<file path="config.mk">
export PLATFORM = sky130hd
export DESIGN_NAME = sidp_core
export DESIGN_NICKNAME = d
export VERILOG_FILES = /design/src/hdl/sidp_pkg.sv /design/src/hdl/sidp_core.sv
export VERILOG_INCLUDE_DIRS = /design/src /design/src/hdl
export SDC_FILE = /design/constraint.sdc
export NUM_CORES = 1
export LEC_CHECK = 0
export BUFFER_PORTS_ARGS = -buffer_cell sky130_fd_sc_hd__buf_2
export CORE_UTILIZATION = 50
export CTS_BUF_LIST = sky130_fd_sc_hd__clkbuf_8
export DETAILED_ROUTE_END_ITERATION = 10
export PLACE_DENSITY = 0.87
export SETUP_SLACK_MARGIN = 0.5
export SYNTH_ARGS = -nofsm -noshare
export SYNTH_HDL_FRONTEND = slang
export SYNTH_SLANG_ARGS = --single-unit
</file>
<file path="constraint.sdc">
create_clock -name REF_CLK -period 4.51 [get_ports REF_CLK]
set_input_delay 0.2255 -clock REF_CLK [delete_from_list [all_inputs] [get_ports REF_CLK]]
set_output_delay 0.2255 -clock REF_CLK [all_outputs]
set_load 0.01 [all_outputs]
</file>
<file path="src/hdl/sidp_map.svh">
// offsets, field positions, reset values and opcode constants of the subtract datapath
`ifndef SIDP_MAP_SVH
`define SIDP_MAP_SVH
`define SIDP_OFS_ACC            32'h0000_0000
`define SIDP_OFS_BANK           32'h0000_0004
`define SIDP_OFS_FLAGS          32'h0000_0008
`define SIDP_FLG_C              0
`define SIDP_FLG_DC             1
`define SIDP_FLG_Z              2
`define SIDP_FLG_OV             3
`define SIDP_FLG_N              4
`define SIDP_BANK_MSB           3
`define SIDP_ACC_RST            8'h00
`define SIDP_BANK_RST           4'h0
`define SIDP_FLAGS_RST          5'h00
`define SIDP_OP_ACC_MINUS_REG_B 6'h15
`define SIDP_OP_REG_MINUS_ACC   6'h17
`define SIDP_OP_LIT_MINUS_ACC   8'h08
`define SIDP_ACCESS_SPLIT       8'h80
`define SIDP_ACCESS_LOW_BANK    4'h0
`define SIDP_ACCESS_HIGH_BANK   4'hF
`endif

</file>
<file path="src/hdl/sidp_pkg.sv">
// types shared by the subtract datapath
package sidp_pkg;
   typedef enum logic [1:0] {
      PH_DECODE  = 2'b00,
      PH_READ    = 2'b01,
      PH_PROCESS = 2'b11,
      PH_WRITE   = 2'b10
   } sidp_phase_type;

   typedef enum logic [1:0] {
      OP_NONE,
      OP_ACC_MINUS_REG_BORROW,
      OP_LIT_MINUS_ACC,
      OP_REG_MINUS_ACC
   } sidp_op_type;

   typedef enum logic [1:0] {
      IDX_NONE,
      IDX_ACC,
      IDX_BANK,
      IDX_FLAGS
   } sidp_idx_type;

   typedef struct packed {
      logic n;
      logic ov;
      logic z;
      logic dc;
      logic c;
   } sidp_flags_type;

   typedef struct packed {
      sidp_op_type op;
      logic        dest_reg;
      logic        use_bank;
      logic [7:0]  field;
   } sidp_decode_type;
endpackage

</file>
<file path="src/hdl/sidp_core.sv">
// subtract instruction datapath with its ahb-lite register slave
`include "sidp_map.svh"
module sidp_core import sidp_pkg::*; (
   input  wire logic        REF_CLK,
   input  wire logic        NRST,
   input  wire logic        HSEL,
   input  wire logic [31:0] HADDR,
   input  wire logic [1:0]  HTRANS,
   input  wire logic        HWRITE,
   input  wire logic [2:0]  HSIZE,
   input  wire logic [31:0] HWDATA,
   input  wire logic        HREADY,
   output logic      [31:0] HRDATA,
   output logic             HREADYOUT,
   output logic             HRESP,
   input  wire logic [15:0] INSTR,
   input  wire logic        INSTR_VALID,
   output logic             INSTR_READY,
   output logic      [11:0] FILE_ADDR,
   input  wire logic [7:0]  FILE_RDATA,
   output logic      [7:0]  FILE_WDATA,
   output logic             FILE_WE
);
   // register offset decode, shared by the read and write paths
   function automatic sidp_idx_type bus_index(input logic [31:0] a);
      case (a)
         `SIDP_OFS_ACC:   bus_index = IDX_ACC;
         `SIDP_OFS_BANK:  bus_index = IDX_BANK;
         `SIDP_OFS_FLAGS: bus_index = IDX_FLAGS;
         default:         bus_index = IDX_NONE;
      endcase
   endfunction

   sidp_phase_type  phase_reg,     phase_next;
   sidp_decode_type dec_reg,       dec_next;
   logic [11:0]     addr_reg,      addr_next;
   logic [7:0]      operand_reg,   operand_next;
   logic [7:0]      result_reg,    result_next;
   sidp_flags_type  res_flags_reg, res_flags_next;
   logic            we_reg,        we_next;
   logic [7:0]      acc_reg,       acc_next;
   logic [3:0]      bank_reg,      bank_next;
   sidp_flags_type  flags_reg,     flags_next;
   logic            wr_pend_reg,   wr_pend_next;
   sidp_idx_type    wr_idx_reg,    wr_idx_next;
   logic [31:0]     hrdata_reg,    hrdata_next;
   logic            reg_kind;
   logic            bus_take;
   logic [7:0]      op_a;
   logic [7:0]      op_b;
   logic            op_cin;
   logic [8:0]      sum9;
   logic [4:0]      sum5;
   logic [3:0]      win_bank;

   assign reg_kind    = (dec_reg.op == OP_ACC_MINUS_REG_BORROW)
                     || (dec_reg.op == OP_REG_MINUS_ACC);
   assign bus_take    = HSEL && HTRANS[1] && HREADY;
   // no wait states and no error: every transfer completes at once
   assign HREADYOUT   = 1'b1;
   assign HRESP       = 1'b0;
   assign HRDATA      = hrdata_reg;
   assign INSTR_READY = (phase_reg == PH_DECODE);
   assign FILE_ADDR   = addr_reg;
   assign FILE_WDATA  = result_reg;
   assign FILE_WE     = we_reg;

   // operand choice for the adder: a minus b as a plus not b plus carry in
   always_comb begin
      op_a   = acc_reg;
      op_b   = operand_reg;
      op_cin = 1'b1;
      case (dec_reg.op)
         OP_ACC_MINUS_REG_BORROW: begin
            op_a   = acc_reg;
            op_b   = operand_reg;
            op_cin = flags_reg.c;                      // borrow is inverted carry
         end
         OP_LIT_MINUS_ACC: begin
            op_a = dec_reg.field;
            op_b = acc_reg;
         end
         OP_REG_MINUS_ACC: begin
            op_a = operand_reg;
            op_b = acc_reg;
         end
         default: begin
            op_a = acc_reg;
         end
      endcase
      sum9 = {1'b0, op_a} + {1'b0, ~op_b} + {8'h00, op_cin};
      sum5 = {1'b0, op_a[3:0]} + {1'b0, ~op_b[3:0]} + {4'h0, op_cin};
   end

   // window bank: low half of the field maps to the low bank, high half to the top bank
   assign win_bank = (INSTR[7:0] < `SIDP_ACCESS_SPLIT) ? `SIDP_ACCESS_LOW_BANK
                                                       : `SIDP_ACCESS_HIGH_BANK;

   // four-phase instruction pipeline
   always_comb begin
      phase_next     = phase_reg;
      dec_next       = dec_reg;
      addr_next      = addr_reg;
      operand_next   = operand_reg;
      result_next    = result_reg;
      res_flags_next = res_flags_reg;
      we_next        = 1'b0;
      case (phase_reg)
         PH_DECODE: begin
            phase_next        = PH_READ;
            dec_next.op       = OP_NONE;
            dec_next.dest_reg = INSTR[9];
            dec_next.use_bank = INSTR[8];
            dec_next.field    = INSTR[7:0];
            if (INSTR_VALID && INSTR[15:10] == `SIDP_OP_ACC_MINUS_REG_B) begin
               dec_next.op = OP_ACC_MINUS_REG_BORROW;
            end else if (INSTR_VALID && INSTR[15:10] == `SIDP_OP_REG_MINUS_ACC) begin
               dec_next.op = OP_REG_MINUS_ACC;
            end else if (INSTR_VALID && INSTR[15:8] == `SIDP_OP_LIT_MINUS_ACC) begin
               dec_next.op       = OP_LIT_MINUS_ACC;
               dec_next.dest_reg = 1'b0;
               dec_next.use_bank = 1'b0;
            end
            // bank select is sampled now, so a late bus write cannot move the operand
            addr_next = {INSTR[8] ? bank_reg : win_bank, INSTR[7:0]};
         end
         PH_READ: begin
            phase_next   = PH_PROCESS;
            operand_next = FILE_RDATA;
         end
         PH_PROCESS: begin
            phase_next        = PH_WRITE;
            result_next       = sum9[7:0];
            res_flags_next.c  = sum9[8];
            res_flags_next.dc = sum5[4];
            res_flags_next.z  = (sum9[7:0] == 8'h00);
            res_flags_next.n  = sum9[7];
            res_flags_next.ov = (op_a[7] ^ op_b[7]) & (sum9[7] ^ op_a[7]);
            we_next           = reg_kind && dec_reg.dest_reg;
         end
         PH_WRITE: begin
            phase_next = PH_DECODE;
         end
         default: begin
            phase_next = PH_DECODE;
         end
      endcase
   end

   always_ff @(posedge REF_CLK) begin
      if (!NRST) begin
         phase_reg     <= PH_DECODE;
         dec_reg       <= '0;
         addr_reg      <= 12'h000;
         operand_reg   <= 8'h00;
         result_reg    <= 8'h00;
         res_flags_reg <= '0;
         we_reg        <= 1'b0;
      end else begin
         phase_reg     <= phase_next;
         dec_reg       <= dec_next;
         addr_reg      <= addr_next;
         operand_reg   <= operand_next;
         result_reg    <= result_next;
         res_flags_reg <= res_flags_next;
         we_reg        <= we_next;
      end
   end

   // architectural state; the instruction retiring wins over a bus write in the same cycle
   always_comb begin
      acc_next   = acc_reg;
      bank_next  = bank_reg;
      flags_next = flags_reg;
      if (wr_pend_reg) begin
         case (wr_idx_reg)
            IDX_ACC:   acc_next = HWDATA[7:0];
            IDX_BANK:  bank_next = HWDATA[`SIDP_BANK_MSB:0];
            IDX_FLAGS: begin
               flags_next.c  = HWDATA[`SIDP_FLG_C];
               flags_next.dc = HWDATA[`SIDP_FLG_DC];
               flags_next.z  = HWDATA[`SIDP_FLG_Z];
               flags_next.ov = HWDATA[`SIDP_FLG_OV];
               flags_next.n  = HWDATA[`SIDP_FLG_N];
            end
            default: acc_next = acc_reg;
         endcase
      end
      if (phase_reg == PH_WRITE && dec_reg.op != OP_NONE) begin
         flags_next = res_flags_reg;
         if (!dec_reg.dest_reg) begin
            acc_next = result_reg;
         end
      end
   end

   always_ff @(posedge REF_CLK) begin
      if (!NRST) begin
         acc_reg   <= `SIDP_ACC_RST;
         bank_reg  <= `SIDP_BANK_RST;
         flags_reg <= `SIDP_FLAGS_RST;
      end else begin
         acc_reg   <= acc_next;
         bank_reg  <= bank_next;
         flags_reg <= flags_next;
      end
   end

   // bus slave; read data comes from the next values so a write just before is seen
   always_comb begin
      wr_pend_next = bus_take && HWRITE;
      wr_idx_next  = bus_take ? bus_index(HADDR) : IDX_NONE;
      hrdata_next  = hrdata_reg;
      if (bus_take && !HWRITE) begin
         hrdata_next = 32'h0000_0000;
         case (bus_index(HADDR))
            IDX_ACC:   hrdata_next[7:0] = acc_next;
            IDX_BANK:  hrdata_next[`SIDP_BANK_MSB:0] = bank_next;
            IDX_FLAGS: begin
               hrdata_next[`SIDP_FLG_C]  = flags_next.c;
               hrdata_next[`SIDP_FLG_DC] = flags_next.dc;
               hrdata_next[`SIDP_FLG_Z]  = flags_next.z;
               hrdata_next[`SIDP_FLG_OV] = flags_next.ov;
               hrdata_next[`SIDP_FLG_N]  = flags_next.n;
            end
            default:   hrdata_next = 32'h0000_0000;
         endcase
      end
   end

   always_ff @(posedge REF_CLK) begin
      if (!NRST) begin
         wr_pend_reg <= 1'b0;
         wr_idx_reg  <= IDX_NONE;
         hrdata_reg  <= 32'h0000_0000;
      end else begin
         wr_pend_reg <= wr_pend_next;
         wr_idx_reg  <= wr_idx_next;
         hrdata_reg  <= hrdata_next;
      end
   end

   phase_walk_a: assert property (@(posedge REF_CLK) disable iff (!NRST)
      phase_reg == PH_DECODE |=> phase_reg == PH_READ ##1 phase_reg == PH_PROCESS
      ##1 phase_reg == PH_WRITE ##1 phase_reg == PH_DECODE)
      else $error("phase sequence broken");

   borrow_sub_a: assert property (@(posedge REF_CLK) disable iff (!NRST)
      phase_reg == PH_WRITE && dec_reg.op == OP_ACC_MINUS_REG_BORROW |->
      result_reg == 8'($past(acc_reg) - operand_reg - {7'h00, ~$past(flags_reg.c)}))
      else $error("borrow subtract result wrong");

   flag_update_a: assert property (@(posedge REF_CLK) disable iff (!NRST)
      phase_reg == PH_WRITE && dec_reg.op != OP_NONE |=>
      flags_reg.z == ($past(result_reg) == 8'h00) && flags_reg.n == $past(result_reg[7]))
      else $error("zero or negative flag wrong");

   lit_sub_a: assert property (@(posedge REF_CLK) disable iff (!NRST)
      phase_reg == PH_WRITE && dec_reg.op == OP_LIT_MINUS_ACC |->
      result_reg == 8'(dec_reg.field - $past(acc_reg)) ##1 acc_reg == $past(result_reg))
      else $error("literal subtract wrong");

   reg_minus_a: assert property (@(posedge REF_CLK) disable iff (!NRST)
      phase_reg == PH_WRITE && dec_reg.op == OP_REG_MINUS_ACC |->
      result_reg == 8'(operand_reg - $past(acc_reg)))
      else $error("register minus accumulator wrong");

   dest_file_a: assert property (@(posedge REF_CLK) disable iff (!NRST)
      FILE_WE == (phase_reg == PH_WRITE && reg_kind && dec_reg.dest_reg))
      else $error("file write strobe wrong");

   dest_acc_a: assert property (@(posedge REF_CLK) disable iff (!NRST)
      phase_reg == PH_WRITE && reg_kind && !dec_reg.dest_reg |=> acc_reg == $past(result_reg))
      else $error("accumulator not written");

   window_bank_a: assert property (@(posedge REF_CLK) disable iff (!NRST)
      phase_reg == PH_READ && !dec_reg.use_bank && dec_reg.op != OP_NONE |->
      FILE_ADDR[11:8] == ((dec_reg.field < `SIDP_ACCESS_SPLIT) ? `SIDP_ACCESS_LOW_BANK
                                                                : `SIDP_ACCESS_HIGH_BANK))
      else $error("window bank address wrong");

   bank_sel_a: assert property (@(posedge REF_CLK) disable iff (!NRST)
      phase_reg == PH_READ && dec_reg.use_bank |-> FILE_ADDR[11:8] == $past(bank_reg))
      else $error("bank select address wrong");
endmodule

</file>
==> impl_results.rst <==
.. list-table::
   :header-rows: 1

   * - Metric
     - Value
   * - Internal power summed over all cells
     - 0.935 mW
   * - Yosys reg bits
     - 66
   * - Total via count after detailed routing
     - around 3300
   * - Routed vias/inst
     - roughly 5.5
   * - Largest register FFs
     - 10
   * - Antenna diode count
     - 0
   * - GR Util All Layers
     - 24.3%
   * - Worst endpoint required time
     - between 4000 and 5000 ps
   * - Run status
     - finished, final reports clean
   * - Type of destination of the critical path
     - flip-flop
   * - Max-cap violation count
     - 0
   * - Netlist area before placement
     - 3610 µm²
   * - Detailed-router iteration count before antenna repair
     - 4
   * - Number of setup buffers added after CTS
     - 0
   * - Cell with the largest stage delay on the worst path
     - sky130_fd_sc_hd__dfxtp_1
   * - Reg2reg start
     - dec_reg[11]$_SDFFE_PN0P_
   * - Max VDD drop
     - 0.153 mV
   * - Power, Total
     - 1.30 mW
   * - Area of the die
     - 7570 µm²
   * - RSZ-0062 raised after global routing
     - no
   * - Worst Hold Endpoint
     - wr_pend_reg$_SDFF_PN0_
   * - Routed wire length
     - 8960 µm
   * - DRC violations left
     - 0
   * - Number of I/O port buffers
     - 100
   * - Insertion delay to the later sink of the worst-skew pair
     - 350 ps
   * - Critical Path, Cell by Cell
     - a21oi_1, fa_1, fa_1, a211o_1, a211o_1, a211oi_1, nor2_1, a31o_2
   * - Sinks on the clock net
     - 66
   * - Clock tree from TritonCTS
     - done
   * - Worst-margin pin slew
     - 973 ps
   * - Cell Area, Placed
     - around 4000 µm²
   * - Number of primary I/O pins
     - 155
   * - Portion of total power attributed to combinational logic
     - 13.8%
   * - Number of synthesized flops with an enable pin
     - 0
   * - Row count
     - 30
   * - Fin Setup TNS
     - 0 ps
   * - Sequential share of power
     - 47.4%
   * - Count of placed standard cells including taps
     - around 580
   * - Sequential fraction of the synthesis area
     - 36.6%
   * - Maximum fanout count along the critical path
     - 27
   * - Fraction of synthesis flops using an asynchronous set or reset pin
     - 0%
   * - Highest-count cells in the layout ignoring fill and taps
     - sky130_fd_sc_hd__buf_2 (100), sky130_fd_sc_hd__dfxtp_1 (66), sky130_fd_sc_hd__nor2_1 (54)
   * - Worst slew slack as a fraction of its limit
     - a little over a third
   * - Yosys cell types
     - 51
   * - Layout Cells excl Fill
     - 599
   * - Global-route wire length before repair
     - ~14000 µm
   * - Prevailing post-synth register cell
     - sky130_fd_sc_hd__dfxtp_1
   * - Share of the cycle needed by the critical path after routing
     - 78.8%
   * - Total of fill cells in the finished design
     - 615
   * - Buffers from clock root to sink, at most
     - 2
   * - Routed wire per std cell
     - 15.0 µm
   * - Largest stage delay on the critical path
     - between 900 and 1000 ps
   * - Capturing point of the worst reg2reg path
     - res_flags_reg[2]$_SDFFE_PN0P_
   * - Root Driver
     - sky130_fd_sc_hd__clkbuf_8
   * - Number of buffers inserted for hold repair after clock tree synthesis
     - 0
   * - Clock transition at the register clock pins on the worst setup and hold paths after CTS
     - 80 ps
   * - Final Hold Viols
     - 0
   * - Largest delay share family, worst path
     - compound AO/OA/AOI/OAI gates
   * - Chip Width
     - 87.0 µm
   * - Critical path data arrival time
     - around 3800 ps
   * - Mean Syn Cell Area
     - 8.70 µm²
   * - Setup slack of the most critical reg-to-reg path
     - 960 ps
   * - Setup clock skew after layout
     - 12.1 ps
   * - Area added between synthesis and finish
     - 16.1%
   * - Cts repair resizes
     - 0
   * - Top achievable clock speed
     - ~0.28 GHz
   * - Placed wire-length estimate after detailed placement
     - 6940 µm
   * - Number of H-tree levels
     - 3
   * - Most common cell after layout, fill and taps aside
     - sky130_fd_sc_hd__buf_2
   * - Number of standard cells after synthesis
     - 415
   * - Largest net degree at the start of global routing
     - 48
   * - Number of warnings printed during yosys synthesis
     - 0
   * - Net total in the final layout
     - 606
   * - Routability cong.
     - 0.862
   * - Part of the power in the clock network
     - 38.8%
   * - Switching part of the total power
     - 28.1%
   * - Final slew viol count
     - 0
   * - Power per Cell Area
     - between 300 and 400 nW/µm²
   * - Number of cells traversed by the worst register-to-register path
     - 8
   * - Total CTS buffers
     - 9
   * - Crit path launch type
     - flip-flop
   * - Chip height
     - roughly 87 µm
   * - Cells on Worst Hold Path
     - 3
   * - Starting utilization of the core area
     - 52.6%
   * - Type of the worst setup path
     - reg2reg
   * - Starting DRT DRC Count
     - 252
   * - Post-route cell area
     - 4190 µm²
   * - Area of the core
     - just under 7000 µm²
   * - Number of global-route vias before repair
     - approximately 3000
   * - Startpoint of the lowest-slack hold path
     - HWRITE
   * - Total net switching power
     - 0.365 mW
   * - Leakage power of the design
     - roughly 1.9 nW
   * - Layout cell share with drive strength beyond 1
     - between 20% and 30%
   * - Type of the worst min-delay path
     - in2reg
   * - Antenna-violating nets left
     - 0
   * - Buf+Inv Stages, Crit Path
     - 0
   * - GR Overflow Total
     - 0
   * - Initial antenna violation count
     - 0
   * - Min Tclk post-route
     - approximately 3600 ps
   * - Number of endpoints failing setup at the final stage
     - 0
## routing by layer
metal | routed length (µm) | vias to the layer above | GRT usage, %
met5 | 0 | - | 0
met4 | 284 | 0 | 12.0
met3 | 543 | 22 | 3.79
met2 | 4190 | 132 | 38.2
met1 | 3940 | 1543 | 32.4
li1 | - | 1572 | -
## power by group through the flow
stage	logic [mW]	clock network [mW]	registers (mW)
finish	0.179	0.504	0.616
detailed placement	0.176	0	0.629
floorplan	0.133	0	0.626
CTS	0.177	0.504	0.615
global route	0.197	0.537	0.618
global placement	0.171	0	0.628
## cell usage after synthesis (all sizes together) (2+ instances only)
cell type | count | share of area (%)
dfxtp | 66 | 37
nor2 | 54 | 5.6
buf | 42 | 8.2
mux2i | 38 | 11
nand2 | 36 | 3.7
a21oi | 28 | 3.9
mux2 | 19 | 6.3
clkbuf | 12 | 1.2
o21ai | 11 | 1.5
nor4 | 9 | 1.6
and2 | 7 | 1.2
ha | 7 | 2.4
inv | 7 | 0.73
nand3 | 7 | 0.97
nor3 | 7 | 0.97
a22oi | 6 | 1.2
a211oi | 5 | 1.0
nand4 | 5 | 0.87
nand2b | 3 | 0.52
nand4b | 3 | 0.73
nor3b | 3 | 0.62
o21a | 3 | 0.62
o22ai | 3 | 0.52
xnor2 | 3 | 0.73
a211o | 2 | 0.49
and3 | 2 | 0.35
conb | 2 | 0.21
fa | 2 | 1.1
nand3b | 2 | 0.42
nor2b | 2 | 0.35
or3 | 2 | 0.35
or4b | 2 | 0.55
xor2 | 2 | 0.49
## through the flow
stage | utilization (%) | hold slack (ps) | setup slack, ps
2_1_floorplan | - | 339 | 1230
3_3_place_gp | 58.1 | 459 | 1100
3_5_place_dp | 58.1 | 456 | 1030
4_1_cts | 61.1 | 95.1 | 1010
5_1_grt | 61.1 | 97.0 | 818
6_report | 61.1 | 104 | 958
## area by class of cell
type                            count  area, µm²  share of cell area [%]
Multi-Input combinational cell    312       2010                    47.9
Sequential cell                    66       1320                    31.5
Timing Repair Buffer              102        515                    12.3
Clock buffer                        9        124                    2.95
Tap cell                           96        120                    2.86
Clock inverter                      7       76.3                    1.82
Inverter                            7       26.3                   0.626
## worst max-delay path by stage
| stage | from | end | slack [ps] | depth (start not counted) |
|---|---|---|---|---|
| floorplan | dec_reg[10]$_SDFFE_PN0P_ | res_flags_reg[2]$_SDFFE_PN0P_ | 1230 | 9 |
| global placement | dec_reg[11]$_SDFFE_PN0P_ | res_flags_reg[2]$_SDFFE_PN0P_ | 1100 | 8 |
| detailed placement | dec_reg[11]$_SDFFE_PN0P_ | res_flags_reg[2]$_SDFFE_PN0P_ | 1030 | 8 |
| CTS | dec_reg[11]$_SDFFE_PN0P_ | res_flags_reg[2]$_SDFFE_PN0P_ | 1010 | 8 |
| global route | dec_reg[11]$_SDFFE_PN0P_ | res_flags_reg[2]$_SDFFE_PN0P_ | 820 | 8 |
| finish | dec_reg[11]$_SDFFE_PN0P_ | res_flags_reg[2]$_SDFFE_PN0P_ | 960 | 8 |
## tightest hold or removal path: cells and delay by family
kind          cells  cell delay (ps)
buf+inv           1              110
simple gates      2               80
## cells by family (layout without fill, tap and decap cells)
| logic type | after synthesis | in the layout | synth area share (%) |
|---|---|---|---|
| AO/OA/AOI/OAI | 68 | 68 | 11.9 |
| XOR/XNOR | 5 | 5 | 1.21 |
| adder cells (fa/ha/maj) | 9 | 9 | 3.53 |
| buffers and inverters | 61 | 125 | 10.2 |
| flip-flops | 66 | 66 | 36.6 |
| multiplexers | 57 | 57 | 16.9 |
| other | 2 | 26 | 0.208 |
| AND/OR/NAND/NOR | 147 | 147 | 19.4 |
(Power assumes the default switching activity.)
